<file path="src/design/clkgen_pkg.sv">
// How it works
// - system clock is oscillator divided by 2^code, code 000 gives /1, 111 gives /128
// - eight-bit trim resets to all ones; lower code means faster oscillator
// - shutdown bit powers down; any input falling edge wakes with power-on reset
// - software sets port hold first; ports freeze and button presses wait
// - read-only bit 5 flags power-up caused by battery insertion
// - writing one to tick-clear resets the realtime 5.12ns counter; zero does nothing
// - two-bit bias probe: none, sense, force, sense and force
// - interval counter runs from one of five slow sources, gating tank or divider
// - source mode zero alone disables; stops at once; re-enable may follow directly
// - nonzero mode idles; writing running one starts and clears finished flag
// - after start and sync delay, wait first interval rising edge, then count
// - after programmed cycles, next interval rising edge stops counting
// - on finish clear running, then after sync delay set finished
// - after stop both counters hold; tally kept through disable until retrigger
// - tally is 23 bits, read as four-byte word in extended space
// - tally read while running returns live value
// - running write during measurement discards result and retriggers
// - interval cycles = (2 + code[0]) * 2^code[5:1]
// - interval codes above 43 force a single cycle
// - modes: 000 off, 001 ext, 010 osc, 011 sysclk, 100 crystal, 110 sleep timer
// - fast select 0 tank, 1 divider; both inactive while disabled
// - finished flag is level interrupt, writable so one raises it
package clkgen_pkg;
  // ------------------------------------------------------------
  // register addresses
  // ------------------------------------------------------------
  localparam logic [7:0]  SFR_SYSTEM_CLOCK_POWER_CONTROL    = 8'hbe;
  localparam logic [7:0]  SFR_METER_CTL = 8'h9b;
  localparam logic [7:0]  SFR_METER_SPN = 8'h9d;
  localparam logic [15:0] XR_TRIM       = 16'h4002;
  localparam logic [15:0] XR_TALLY      = 16'h4008;
  localparam logic [15:0] XR_CRYSTAL    = 16'h4016;
  // ------------------------------------------------------------
  // fields and resets
  // ------------------------------------------------------------
  localparam int SG_OFF = 7;
  localparam int SG_BAT = 5;
  localparam int SG_TCK = 4;
  localparam int SG_HLD = 3;
  localparam int MC_FIN = 7;
  localparam int MC_RUN = 6;
  localparam int MC_FSL = 5;
  localparam logic [7:0] TRIM_RST    = 8'hff;
  localparam logic [4:0] SYNC_CYC    = 5'h03;
  localparam logic [5:0] SPAN_MAX    = 6'h2b;
  localparam int         TALLY_W     = 23;
  localparam int         TICK_NS_X100 = 512;
  localparam int         CLK_NS      = 4;
  localparam int         TICK_CYC    = TICK_NS_X100 / (100 * CLK_NS);
  typedef enum logic [2:0] {
    SRC_OFF = 3'h0, SRC_EXT = 3'h1, SRC_OSC = 3'h2, SRC_SYS = 3'h3,
    SRC_XTL = 3'h4, SRC_SLP = 3'h6
  } src_e;
  typedef enum logic [4:0] {
    M_IDLE = 5'h01, M_SYNC = 5'h02, M_WAIT = 5'h04, M_CNT = 5'h08, M_FIN = 5'h10
  } meter_e;

  // interval length in slow-clock cycles
  function automatic logic [24:0] span_cycles(input logic [5:0] code);
    logic [24:0] base;
    base = code[0] ? 25'h0000003 : 25'h0000002;
    if (code > SPAN_MAX)
      span_cycles = 25'h0000001;
    else
      span_cycles = base << code[5:1];
  endfunction
endpackage

</file>
<file path="src/design/clk_div.sv">
`timescale 1ns/10ps
`default_nettype none
module clk_div
  import clkgen_pkg::*;
(
  input  wire logic       i_clk,
  input  wire logic       i_reset,
  input  wire logic [2:0] i_sel,
  output logic            o_tick
);
  typedef struct packed { logic [6:0] cnt; logic tick; } div_s;
  div_s s_q, s_d;
  logic [6:0] lim;
  always_comb
  begin
    s_d = s_q;
    lim = 7'(({7'h00, 1'b1} << i_sel) - 8'h01);
    s_d.tick = (s_q.cnt >= lim); // divide by 2^sel
    s_d.cnt = s_d.tick ? 7'h00 : s_q.cnt + 7'h01;
  end
  always_ff @(posedge i_clk)
  begin
    if (i_reset)
      s_q <= '0;
    else
      s_q <= s_d;
  end
  assign o_tick = s_q.tick;
endmodule
`default_nettype wire

</file>
<file path="src/design/edge_sync.sv">
`timescale 1ns/10ps
`default_nettype none
module edge_sync
(
  input  wire logic i_clk,
  input  wire logic i_reset,
  input  wire logic i_lvl,
  output logic      o_rise
);
  typedef struct packed { logic m; logic s; logic p; } es_s;
  es_s s_q, s_d;
  always_comb
  begin
    s_d = s_q;
    s_d.m = i_lvl;
    s_d.s = s_q.m;
    s_d.p = s_q.s;
  end
  always_ff @(posedge i_clk)
  begin
    if (i_reset)
      s_q <= '0;
    else
      s_q <= s_d;
  end
  // the second and third stages feed the edge detect
  assign o_rise = s_q.s & ~s_q.p;
endmodule
`default_nettype wire

</file>
<file path="src/design/clock_gen_freq_counter.sv">
`timescale 1ns/10ps
`default_nettype none
module clock_gen_freq_counter
  import clkgen_pkg::*;
(
  input  wire logic        i_clk,
  input  wire logic        i_reset,
  input  wire logic        i_sfr_we,
  input  wire logic        i_sfr_re,
  input  wire logic [7:0]  i_sfr_addr,
  input  wire logic [7:0]  i_sfr_wdata,
  output logic      [7:0]  o_sfr_rdata,
  input  wire logic        i_xreg_we,
  input  wire logic        i_xreg_re,
  input  wire logic [15:0] i_xreg_addr,
  input  wire logic [7:0]  i_xreg_wdata,
  output logic      [7:0]  o_xreg_rdata,
  input  wire logic        i_battery_insert,
  input  wire logic [7:0]  i_gpio,
  input  wire logic        i_ext_ref,
  input  wire logic        i_osc_clk,
  input  wire logic        i_crystal_clock,
  input  wire logic        i_sleep_tick,
  input  wire logic        i_tank_oscillator,
  input  wire logic        i_divider_clk,
  output logic             o_sysclk_tick,
  output logic      [7:0]  o_osc_trim_code,
  output logic             o_general_power_off,
  output logic             o_power_on_reset,
  output logic             o_port_hold,
  output logic      [7:0]  o_gpio_held,
  output logic             o_button_pending,
  output logic             o_realtime_tick_clear,
  output logic      [1:0]  o_crystal_bias_probe,
  output logic             o_small_load_cap,
  output logic             o_crystal_osc_on,
  output logic             o_tank_enable,
  output logic             o_divider_enable,
  output logic             o_meter_irq
);
  // ------------------------------------------------------------
  // state
  // ------------------------------------------------------------
  typedef struct packed {
    logic [7:0]  trim;
    logic [2:0]  div;
    logic        off;
    logic        hold;
    logic        bat;
    logic        tck;
    logic        por;
    logic        pend;
    logic [7:0]  gprev;
    logic [7:0]  ghold;
    logic [3:0]  xtal;
    logic [2:0]  mode;
    logic        fsel;
    logic        run;
    logic        fin;
    logic [5:0]  span;
    meter_e      st;
    logic [4:0]  sync;
    logic [24:0] left;
    logic [TALLY_W-1:0] tally;
    logic        ten;
    logic        den;
    logic [7:0]  srd;
    logic [7:0]  xrd;
  } top_s;
  top_s s_q, s_d;

  logic       div_tick;
  logic       fast_rise;
  logic       slow_rise;
  logic       slow_lvl;
  logic       bat_caught;
  logic       div_tick_q;

  clk_div u_div (
    .i_clk   (i_clk),
    .i_reset (i_reset),
    .i_sel   (s_q.div),
    .o_tick  (div_tick)
  );

  // interval clock mux
  always_comb
  begin
    case (s_q.mode)
      SRC_EXT: slow_lvl = i_ext_ref;
      SRC_OSC: slow_lvl = i_osc_clk;
      SRC_SYS: slow_lvl = div_tick;
      SRC_XTL: slow_lvl = i_crystal_clock;
      SRC_SLP: slow_lvl = i_sleep_tick;
      default: slow_lvl = 1'b0;
    endcase
  end

  edge_sync u_slow (
    .i_clk   (i_clk),
    .i_reset (i_reset),
    .i_lvl   (slow_lvl),
    .o_rise  (slow_rise)
  );

  edge_sync u_fast (
    .i_clk   (i_clk),
    .i_reset (i_reset),
    .i_lvl   (s_q.fsel ? i_divider_clk : i_tank_oscillator),
    .o_rise  (fast_rise)
  );

  // strap caught by clocked logic, not by the reset itself
  assign bat_caught = i_battery_insert;

  logic w_sys;
  logic w_ctl;
  logic w_spn;
  logic w_trm;
  logic w_xtl;

  always_comb
  begin
    s_d = s_q;
    w_sys = i_sfr_we && (i_sfr_addr == SFR_SYSTEM_CLOCK_POWER_CONTROL);
    w_ctl = i_sfr_we && (i_sfr_addr == SFR_METER_CTL);
    w_spn = i_sfr_we && (i_sfr_addr == SFR_METER_SPN);
    w_trm = i_xreg_we && (i_xreg_addr == XR_TRIM);
    w_xtl = i_xreg_we && (i_xreg_addr == XR_CRYSTAL);
    s_d.tck = 1'b0;
    s_d.por = 1'b0;
    s_d.gprev = i_gpio;
    if (bat_caught)
      s_d.bat = 1'b1;
    // ------------------------------------------------------------
    // clock generator and power control
    // ------------------------------------------------------------
    if (w_sys)
    begin
      s_d.div  = i_sfr_wdata[2:0];
      s_d.off  = i_sfr_wdata[SG_OFF];
      s_d.hold = i_sfr_wdata[SG_HLD];
      s_d.tck  = i_sfr_wdata[SG_TCK]; // write-only pulse
      if (i_sfr_wdata[SG_HLD] && !s_q.hold)
        s_d.ghold = i_gpio; // freeze ports
    end
    if (w_trm)
      s_d.trim = i_xreg_wdata;
    if (w_xtl)
      s_d.xtal = i_xreg_wdata[3:0];
    // press during hold is deferred, not acted on
    if (s_q.hold && !s_q.off && |(s_q.gprev & ~i_gpio))
      s_d.pend = 1'b1;
    // wake on any falling input edge once down
    if (s_q.off && (s_q.pend || |(s_q.gprev & ~i_gpio)))
    begin
      s_d.off  = 1'b0;
      s_d.hold = 1'b0;
      s_d.pend = 1'b0;
      s_d.por  = 1'b1;
    end
    // ------------------------------------------------------------
    // meter
    // ------------------------------------------------------------
    if (w_spn)
      s_d.span = i_sfr_wdata[5:0];
    case (s_q.st)
      M_IDLE: ;
      M_SYNC:
      begin
        s_d.sync = s_q.sync - 5'h01;
        if (s_q.sync == 5'h00)
          s_d.st = M_WAIT;
      end
      M_WAIT:
        if (slow_rise)
        begin
          s_d.st = M_CNT;
          s_d.left = span_cycles(s_q.span);
        end
      M_CNT:
      begin
        if (fast_rise)
          s_d.tally = s_q.tally + TALLY_W'(1); // live value
        if (slow_rise)
        begin
          s_d.left = s_q.left - 25'h0000001;
          if (s_q.left == 25'h0000001)
          begin
            s_d.st = M_FIN; // edge-to-edge span
            s_d.run = 1'b0;
            s_d.sync = SYNC_CYC;
          end
        end
      end
      M_FIN:
      begin
        s_d.sync = s_q.sync - 5'h01;
        if (s_q.sync == 5'h00)
        begin
          s_d.st = M_IDLE; // counters hold
          s_d.fin = 1'b1;
        end
      end
      default: s_d.st = M_IDLE;
    endcase
    if (w_ctl)
    begin
      s_d.mode = i_sfr_wdata[2:0];
      s_d.fsel = i_sfr_wdata[MC_FSL];
      s_d.fin  = i_sfr_wdata[MC_FIN]; // direct write
      if (i_sfr_wdata[MC_RUN] && i_sfr_wdata[2:0] != SRC_OFF)
      begin
        s_d.run   = 1'b1;
        s_d.fin   = 1'b0;
        s_d.tally = '0;
        s_d.sync  = SYNC_CYC;
        s_d.st    = M_SYNC;
      end
      if (i_sfr_wdata[2:0] == SRC_OFF)
      begin
        s_d.st  = M_IDLE;
        s_d.run = 1'b0;
      end
    end
    // completion wins over a same-cycle clear
    if (s_q.st == M_FIN && s_q.sync == 5'h00)
      s_d.fin = 1'b1;
    s_d.ten = (s_d.mode != SRC_OFF) && !s_d.fsel;
    s_d.den = (s_d.mode != SRC_OFF) && s_d.fsel;
    // ------------------------------------------------------------
    // read data
    // ------------------------------------------------------------
    s_d.srd = 8'h00;
    if (i_sfr_re)
    begin
      case (i_sfr_addr)
        SFR_SYSTEM_CLOCK_POWER_CONTROL:
          s_d.srd = {s_q.off, 1'b0, s_q.bat, 1'b0, s_q.hold, s_q.div};
        SFR_METER_CTL:
          s_d.srd = {s_q.fin, s_q.run, s_q.fsel, 2'b00, s_q.mode};
        SFR_METER_SPN:
          s_d.srd = {2'b00, s_q.span};
        default: s_d.srd = 8'h00;
      endcase
    end
    s_d.xrd = 8'h00;
    if (i_xreg_re)
    begin
      case (i_xreg_addr)
        XR_TRIM:          s_d.xrd = s_q.trim;
        XR_CRYSTAL:       s_d.xrd = {4'h0, s_q.xtal};
        XR_TALLY:         s_d.xrd = s_q.tally[7:0];
        XR_TALLY + 16'h1: s_d.xrd = s_q.tally[15:8];
        XR_TALLY + 16'h2: s_d.xrd = {1'b0, s_q.tally[22:16]};
        XR_TALLY + 16'h3: s_d.xrd = 8'h00;
        default:          s_d.xrd = 8'h00;
      endcase
    end
  end

  always_ff @(posedge i_clk)
  begin
    if (i_reset)
    begin
      s_q      <= '0;
      s_q.trim <= TRIM_RST;
      s_q.st   <= M_IDLE;
    end
    else
      s_q <= s_d;
  end

  // ------------------------------------------------------------
  // outputs, all straight from flops
  // ------------------------------------------------------------
  assign o_sfr_rdata           = s_q.srd;
  assign o_xreg_rdata          = s_q.xrd;
  // system clock keeps running whatever fast source the meter picks
  assign o_sysclk_tick         = div_tick_q;
  always_ff @(posedge i_clk)
  begin
    if (i_reset)
      div_tick_q <= 1'b0;
    else
      div_tick_q <= div_tick;
  end
  assign o_osc_trim_code       = s_q.trim;
  assign o_general_power_off   = s_q.off;
  assign o_power_on_reset      = s_q.por;
  assign o_port_hold           = s_q.hold;
  assign o_gpio_held           = s_q.ghold;
  assign o_button_pending      = s_q.pend;
  assign o_realtime_tick_clear = s_q.tck;
  assign o_crystal_bias_probe  = s_q.xtal[3:2];
  assign o_small_load_cap      = s_q.xtal[1];
  assign o_crystal_osc_on      = s_q.xtal[0];
  assign o_tank_enable         = s_q.ten;
  assign o_divider_enable      = s_q.den;
  assign o_meter_irq           = s_q.fin;
endmodule
`default_nettype wire

</file>
<file path="config.mk">
export PLATFORM = sky130hd
export DESIGN_NAME = clock_gen_freq_counter
export DESIGN_NICKNAME = d
export VERILOG_FILES = /design/src/design/clkgen_pkg.sv /design/src/design/clk_div.sv /design/src/design/edge_sync.sv /design/src/design/clock_gen_freq_counter.sv
export SDC_FILE = /design/constraint.sdc
export NUM_CORES = 1
export LEC_CHECK = 0
export BUFFER_PORTS_ARGS = -buffer_cell sky130_fd_sc_hd__buf_4
export CORE_ASPECT_RATIO = 1.1
export CORE_MARGIN = 4
export CORE_UTILIZATION = 43
export DETAILED_ROUTE_END_ITERATION = 6
export GPL_TIMING_DRIVEN = 0
export HOLD_SLACK_MARGIN = 0.12
export SKIP_LAST_GASP = 1
export SLEW_MARGIN = 0
export SYNTH_ARGS = -nofsm -noshare
export SYNTH_HDL_FRONTEND = slang
export SYNTH_HIERARCHICAL = 1
export SYNTH_SLANG_ARGS = --single-unit
</file>
<file path="constraint.sdc">
create_clock -name i_clk -period 2.68 [get_ports i_clk]
set_input_delay 0.268 -clock i_clk [delete_from_list [all_inputs] [get_ports i_clk]]
set_output_delay 0.268 -clock i_clk [all_outputs]
set_load 0.01 [all_outputs]
</file>
### Yosys cells after proc, flatten, opt, wreduce, memory -nomap -nowiden

Cells that the tools add are included.

* register bits: 140
* bits of input ports: 61
* output and inout bits: 45
* word-level logic and storage cells: 139

* add/sub/neg operators: 5
* magnitude comparators: 2
* eq/ne operators: 21
* shifts and indexed selects: 2
* muxes and demuxes: 33
* bitwise logic cells: 9
* reduce and logical (&&, ||, !) cells: 34

Operators with widths (count)
* $mux 23: 4
* $eq 16x15->1 const B: 5
* $mux 25: 2
* $pmux 25 s2: 1
* $pmux 8 s5: 1
* $mux 35: 1
* $mux 10: 3
* $eq 25x1->1 const B: 1
* $pmux 5 s5: 1
* $shl 2x5->25: 1
* $sub 25x1->25 const B: 1
* $eq 8x8->1 const B: 3
* $pmux 8 s3: 1
* $add 23x1->23 const B: 1
* $mux 5: 4
* $logic_and 1x1->1: 13
* $reduce_bool 3->1: 4
* $reduce_or 2->1: 6
* $mux 1: 10
* $pmux 5 s2: 1
* $and 8x8->8: 1
* $not 8->8: 1
* $reduce_or 8->1: 1
* $add 7x1->7 const B: 1
* 26 further kinds: 38

### Longest topological paths before layout

* word-level depth: 9
* mapped depth: 8

### Hierarchy

The synthesis kept the hierarchy.

By module, submodules not included
* clock_gen_freq_counter: instances 1, cells an instance 795, area an instance 6505.0 µm², seq. area each 2522.4 µm²
* clk_div: instances 1, cells an instance 55, area an instance 460.4 µm², seq. area each 160.2 µm²
* edge_sync: instances 2, cells an instance 7, area an instance 87.6 µm², seq. area each 60.1 µm²

### Worst setup path before layout

No wires, ideal clock.

* kind: reg2reg
* start point: reg s_q[41] in the netlist's numbering
* end point: reg s_q[59] in the netlist's numbering
* arrival: 1.937 ns
* data required time: 2.561 ns
* slack: 0.624 ns
* stages on the path, launching flop included: 8
* clock period less this slack: 2.056 ns
* cells stage by stage: dfxtp_1 -> inv_1 -> ha_1 -> or4b_2 -> clkbuf_1 -> o41a_1 -> o21ai_0 -> a21oi_1

* cells in the longest elaborated chain, start to end: 3

RTL lines
* from (decl): RTL line clock_gen_freq_counter.sv:70 `top_s s_q, s_d;`
* $sub 25x1->25: RTL line clock_gen_freq_counter.sv:187 `s_d.left = s_q.left - 25'h0000001;`
* $mux 35: RTL line clock_gen_freq_counter.sv:185 `if (slow_rise)`
* $pmux 25 s2: RTL line clock_gen_freq_counter.sv:167 `case (s_q.st)`

Every way passes these cells. The select of a mux whose other input is x is not followed.
A chain may end at the register's enable or synchronous reset.

### Final worst setup path

* start point: reg s_q[41] in the netlist's numbering
* end point: reg s_q[49] in the netlist's numbering

Same word-level chain as after synthesis.

==> impl_summary.md <==
Global routing
The aggregate global routing overflow is 0. The global-route wire length before repair is approximately 32000 um. Entering global routing, the biggest net connects 17 pins.

The number of global-route vias before repair is about 6400. In the global route stage, overall resource usage came out at a little over a fifth. The initial antenna violation count was 0.

Logic synthesis
The number of synthesized register bits is 140. The share of synthesized registers carrying an async set or reset is 0%. Synthesis produced a netlist with a net count of between 900 and 1000. For this run, the leading register cell type out of synthesis is sky130_fd_sc_hd__dfxtp_1. The number of synthesized flops with an enable pin is 0. The number of different library cells in the post-synthesis netlist is between 70 and 80. Counting every instance in the synthesized netlist gives approximately 860. The average cell area after synthesis is about 8.3 um2.

The synthesized netlist occupies a cell area of just over 7000 um2. The fraction of the yosys area taken by sequential cells is 39.25%. The number of warnings printed during yosys synthesis is 6.

Setup path
STA classifies the critical path endpoint as a flip-flop. Counting cells, the worst reg-to-reg path comes to 7. The worst setup path is launched from a flip-flop. The start of the worst register-to-register path is s_q[41].

The worst endpoint required time is between 3 and 4 ns. In this run the critical register-to-register path is captured at s_q[49]. The maximum net fanout on the critical path is 5. The worst endpoint data arrival time is between 2 and 3 ns. The start-to-end type of the worst setup path is flip-flop to flip-flop. The worst register-to-register path has a setup slack of 0.31 ns.

Detailed routing
The routed length per instance is roughly 16 um. After the first detailed-routing iteration, the DRC count stood at 530. The first-pass detailed-route iteration total is 5. The wire length reported by the detailed router is between 15000 and 20000 um. Summing over every cut layer, the via total after detailed routing is 6741. The number of design rule violations left after detail routing is 0. The detail route stage leaves a number of antenna-violating nets equal to 0. In the routed layout, each cell is associated on average with a via count of approximately 5.5.

Clock tree
The number of buffers created by CTS is 17. The number of buffers added for setup after CTS is 0. The clock reaches the later pin of the worst-skew pair after 0.43 ns. After clock tree synthesis, the clock-pin slew on the worst setup and hold paths is 0.06 ns. Counting along the longest clock path gives a buffer depth of 2.

The TritonCTS sink count is 140. The number of buffers inserted by hold repair at cts is 21. CTS built an H-tree with a depth of 4. The CTS tree is built. The buffer cell driving the clock tree root is sky130_fd_sc_hd__clkbuf_16. The post-cts repair resize count is 0.

Finish
The layout filler cell count is approximately 1600. The most common library cell in the layout ignoring fill and taps is sky130_fd_sc_hd__buf_4. The relative area change from synthesis to final layout is 26.18%.

The final layout contains 1083 nets. The top cell types in the final layout, fill and taps aside, are sky130_fd_sc_hd__buf_4, sky130_fd_sc_hd__dfxtp_1, sky130_fd_sc_hd__nor2_1, sky130_fd_sc_hd__nand2_1, sky130_fd_sc_hd__a21oi_1. 0 antenna diodes ended up in the layout.

The final instance area is roughly 9000 um2. Of the cells placed in the final design, the portion with a size suffix greater than 1 is 20.37%.

Timing
On the final layout, the worst hold slack is between 0.1 and 0.15 ns. The final worst-path cycle share is between 80% and 90%. Summed over all failing endpoints, the final setup total negative slack is 0 ns. The largest clock skew in the final design is between 0.006 and 0.007 ns. Setup repair after global routing left no endpoint under its margin.

The shortest clock period the worst path allows after layout is 2.370 ns. The final count of pins violating max slew is 0. The final hold violation count is 0.

The actual transition at the worst max-transition pin is ~0.86 ns. The tightest slew margin relative to the limit is a little over two fifths. The achievable frequency is between 400 and 500 MHz. The total setup violations reported at the end of the flow is 0.

Die
The chip height is ~140 um. about 110 I/O pins were placed. In this run the core area contains approximately 50 standard-cell rows. The total area inside the core boundary comes to roughly 16000 um2. For this configuration, the core starts out at a cell density of between 40% and 50%.

The die is between 100 and 150 um wide. The floorplan step defined a die boundary enclosing 18730 um2.

Min path
The startpoint of the tightest hold check path is i_sfr_wdata[7]. The type of the tightest min-delay check is primary input to flip-flop. The worst hold path stage count is 3. The endpoint of the worst hold-timing path is o_general_power_off.

Place
The area after detailed placement is 8184 um2. The congestion estimate from routability-driven global placement came to around 0.85. The detailed-placement wirelength estimate is about 14000 um.

The number of port buffers is 105.

Flow run
The tool flagged a number of max-cap violations equal to 0.

Power
The power per cell area is about 530 nW/um2. The static leakage is about 0.0035 uW. IR analysis of the VDD net gives a maximum drop of between 0.4 and 0.5 mV.

Outcome
The flow ran to the end, and the final reports show no timing, DRC or antenna violations.
## power breakdown
part / internal, uW / total (uW) / leakage, uW / switching, uW
logic: 107 / 211 / 0.00208 / 104
registers: 2090 / 2100 / 0.00113 / 4.12
clock network: 1580 / 2500 / 0.000300 / 927
## cell families (layout without fill, tap and decap cells)
| group | Yosys count | count (layout) | share of synthesized area (%) |
|---|---|---|---|
| XOR/XNOR | 28 | 28 | 3.434 |
| AND/OR/NAND/NOR | 393 | 393 | 28.93 |
| flip-flops | 140 | 140 | 39.25 |
| buffers and inverters | 99 | 256 | 7.184 |
| multiplexers | 22 | 22 | 3.242 |
| adder cells (fa/ha/maj) | 13 | 13 | 2.278 |
| AO/OA/AOI/OAI | 169 | 169 | 15.68 |
## area by class of cell
class	count	area, um2	share of cell area (%)
timing repair buffer	126	998.5	11.08
clock buffer	20	446.7	4.958
inverter	22	82.58	0.9165
sequential	140	2803	31.11
buffer	77	430.4	4.777
multi-input combinational	625	3825	42.45
tap	204	255.2	2.833
clock inverter	11	168.9	1.875
## worst max-delay path by stage
| stage | start | slack, ns | cells after the start | to |
|---|---|---|---|---|
| after floorplan | s_q[41] | 0.62 | 7 | s_q[59] |
| after global placement | i_sfr_addr[2] | 0.34 | 6 | s_q[35] |
| after detailed placement | i_sfr_addr[2] | 0.33 | 6 | s_q[35] |
| after CTS | s_q[41] | 0.33 | 7 | s_q[49] |
| after global routing | s_q[41] | 0.19 | 7 | s_q[49] |
| final | s_q[41] | 0.31 | 7 | s_q[49] |
## worst max-delay path, cell delays in order, from the launching register on
cell	delay (ns)
sky130_fd_sc_hd__dfxtp_1	0.33
sky130_fd_sc_hd__inv_1	0.10
sky130_fd_sc_hd__ha_1	0.26
sky130_fd_sc_hd__nor4b_1	0.40
sky130_fd_sc_hd__nand3_1	0.25
sky130_fd_sc_hd__or4_2	0.62
sky130_fd_sc_hd__o32a_1	0.20
sky130_fd_sc_hd__a21oi_1	0.13
## flip-flops by register name (all words and copies together) (netlist names), 2 cells and up
register and count:
s_q 81, o_gpio_held 8, o_crystal_bias_probe 2, u_fast/s_d 2, u_slow/s_d 2, u_div/s_q 7
o_xreg_rdata 8, o_sfr_rdata 8, o_osc_trim_code 8
## layer usage
layer | part of all wire (%) | up-vias | global-route usage [%]
met2 | 47 | 218 | 35.69
li1 | - | 3363 | -
met1 | 44 | 3116 | 27.12
met3 | 6.6 | 44 | 4.602
met4 | 2.5 | 0 | 8.013
met5 | 0 | - | 0
## synthesized netlist by cell type, types with 6 or more instances
cell type	n	area share, %
sky130_fd_sc_hd__ha_1	13	2.3
sky130_fd_sc_hd__nor3_1	32	2.2
sky130_fd_sc_hd__or3_1	11	0.96
sky130_fd_sc_hd__mux2_2	9	1.4
sky130_fd_sc_hd__a22oi_1	7	0.74
sky130_fd_sc_hd__a222oi_1	10	1.4
sky130_fd_sc_hd__nor2b_1	21	1.8
sky130_fd_sc_hd__xor2_1	9	1.1
sky130_fd_sc_hd__nor4_1	10	0.88
sky130_fd_sc_hd__o211ai_1	6	0.63
sky130_fd_sc_hd__clkbuf_1	35	1.8
sky130_fd_sc_hd__nand3_1	45	3.2
sky130_fd_sc_hd__xnor2_1	19	2.3
sky130_fd_sc_hd__o21ai_0	30	2.1
sky130_fd_sc_hd__and3_1	14	1.2
sky130_fd_sc_hd__a21oi_1	57	4.0
sky130_fd_sc_hd__inv_1	22	1.2
sky130_fd_sc_hd__buf_4	36	3.8
sky130_fd_sc_hd__dfxtp_1	140	39
sky130_fd_sc_hd__nor2_1	99	5.2
sky130_fd_sc_hd__a31oi_1	12	1.1
sky130_fd_sc_hd__nand2_1	75	3.9
sky130_fd_sc_hd__nand2b_1	9	0.79
sky130_fd_sc_hd__nand4_1	15	1.3
sky130_fd_sc_hd__mux2i_1	13	1.8
sky130_fd_sc_hd__nor3b_1	15	1.6
## stage by stage
step                      setup slack [ns]  instances  power (uW)  util, %
after global routing                0.1914       1225        4948    55.25
after CTS                           0.3289       1225        4841    55.25
after global placement              0.3360       1173        2329    50.18
after detailed placement            0.3300       1173        2329    50.18
after floorplan                     0.6239        864        2210        -
final                               0.3104       1225        4810    55.25
Power figures use the tool's default switching activity.
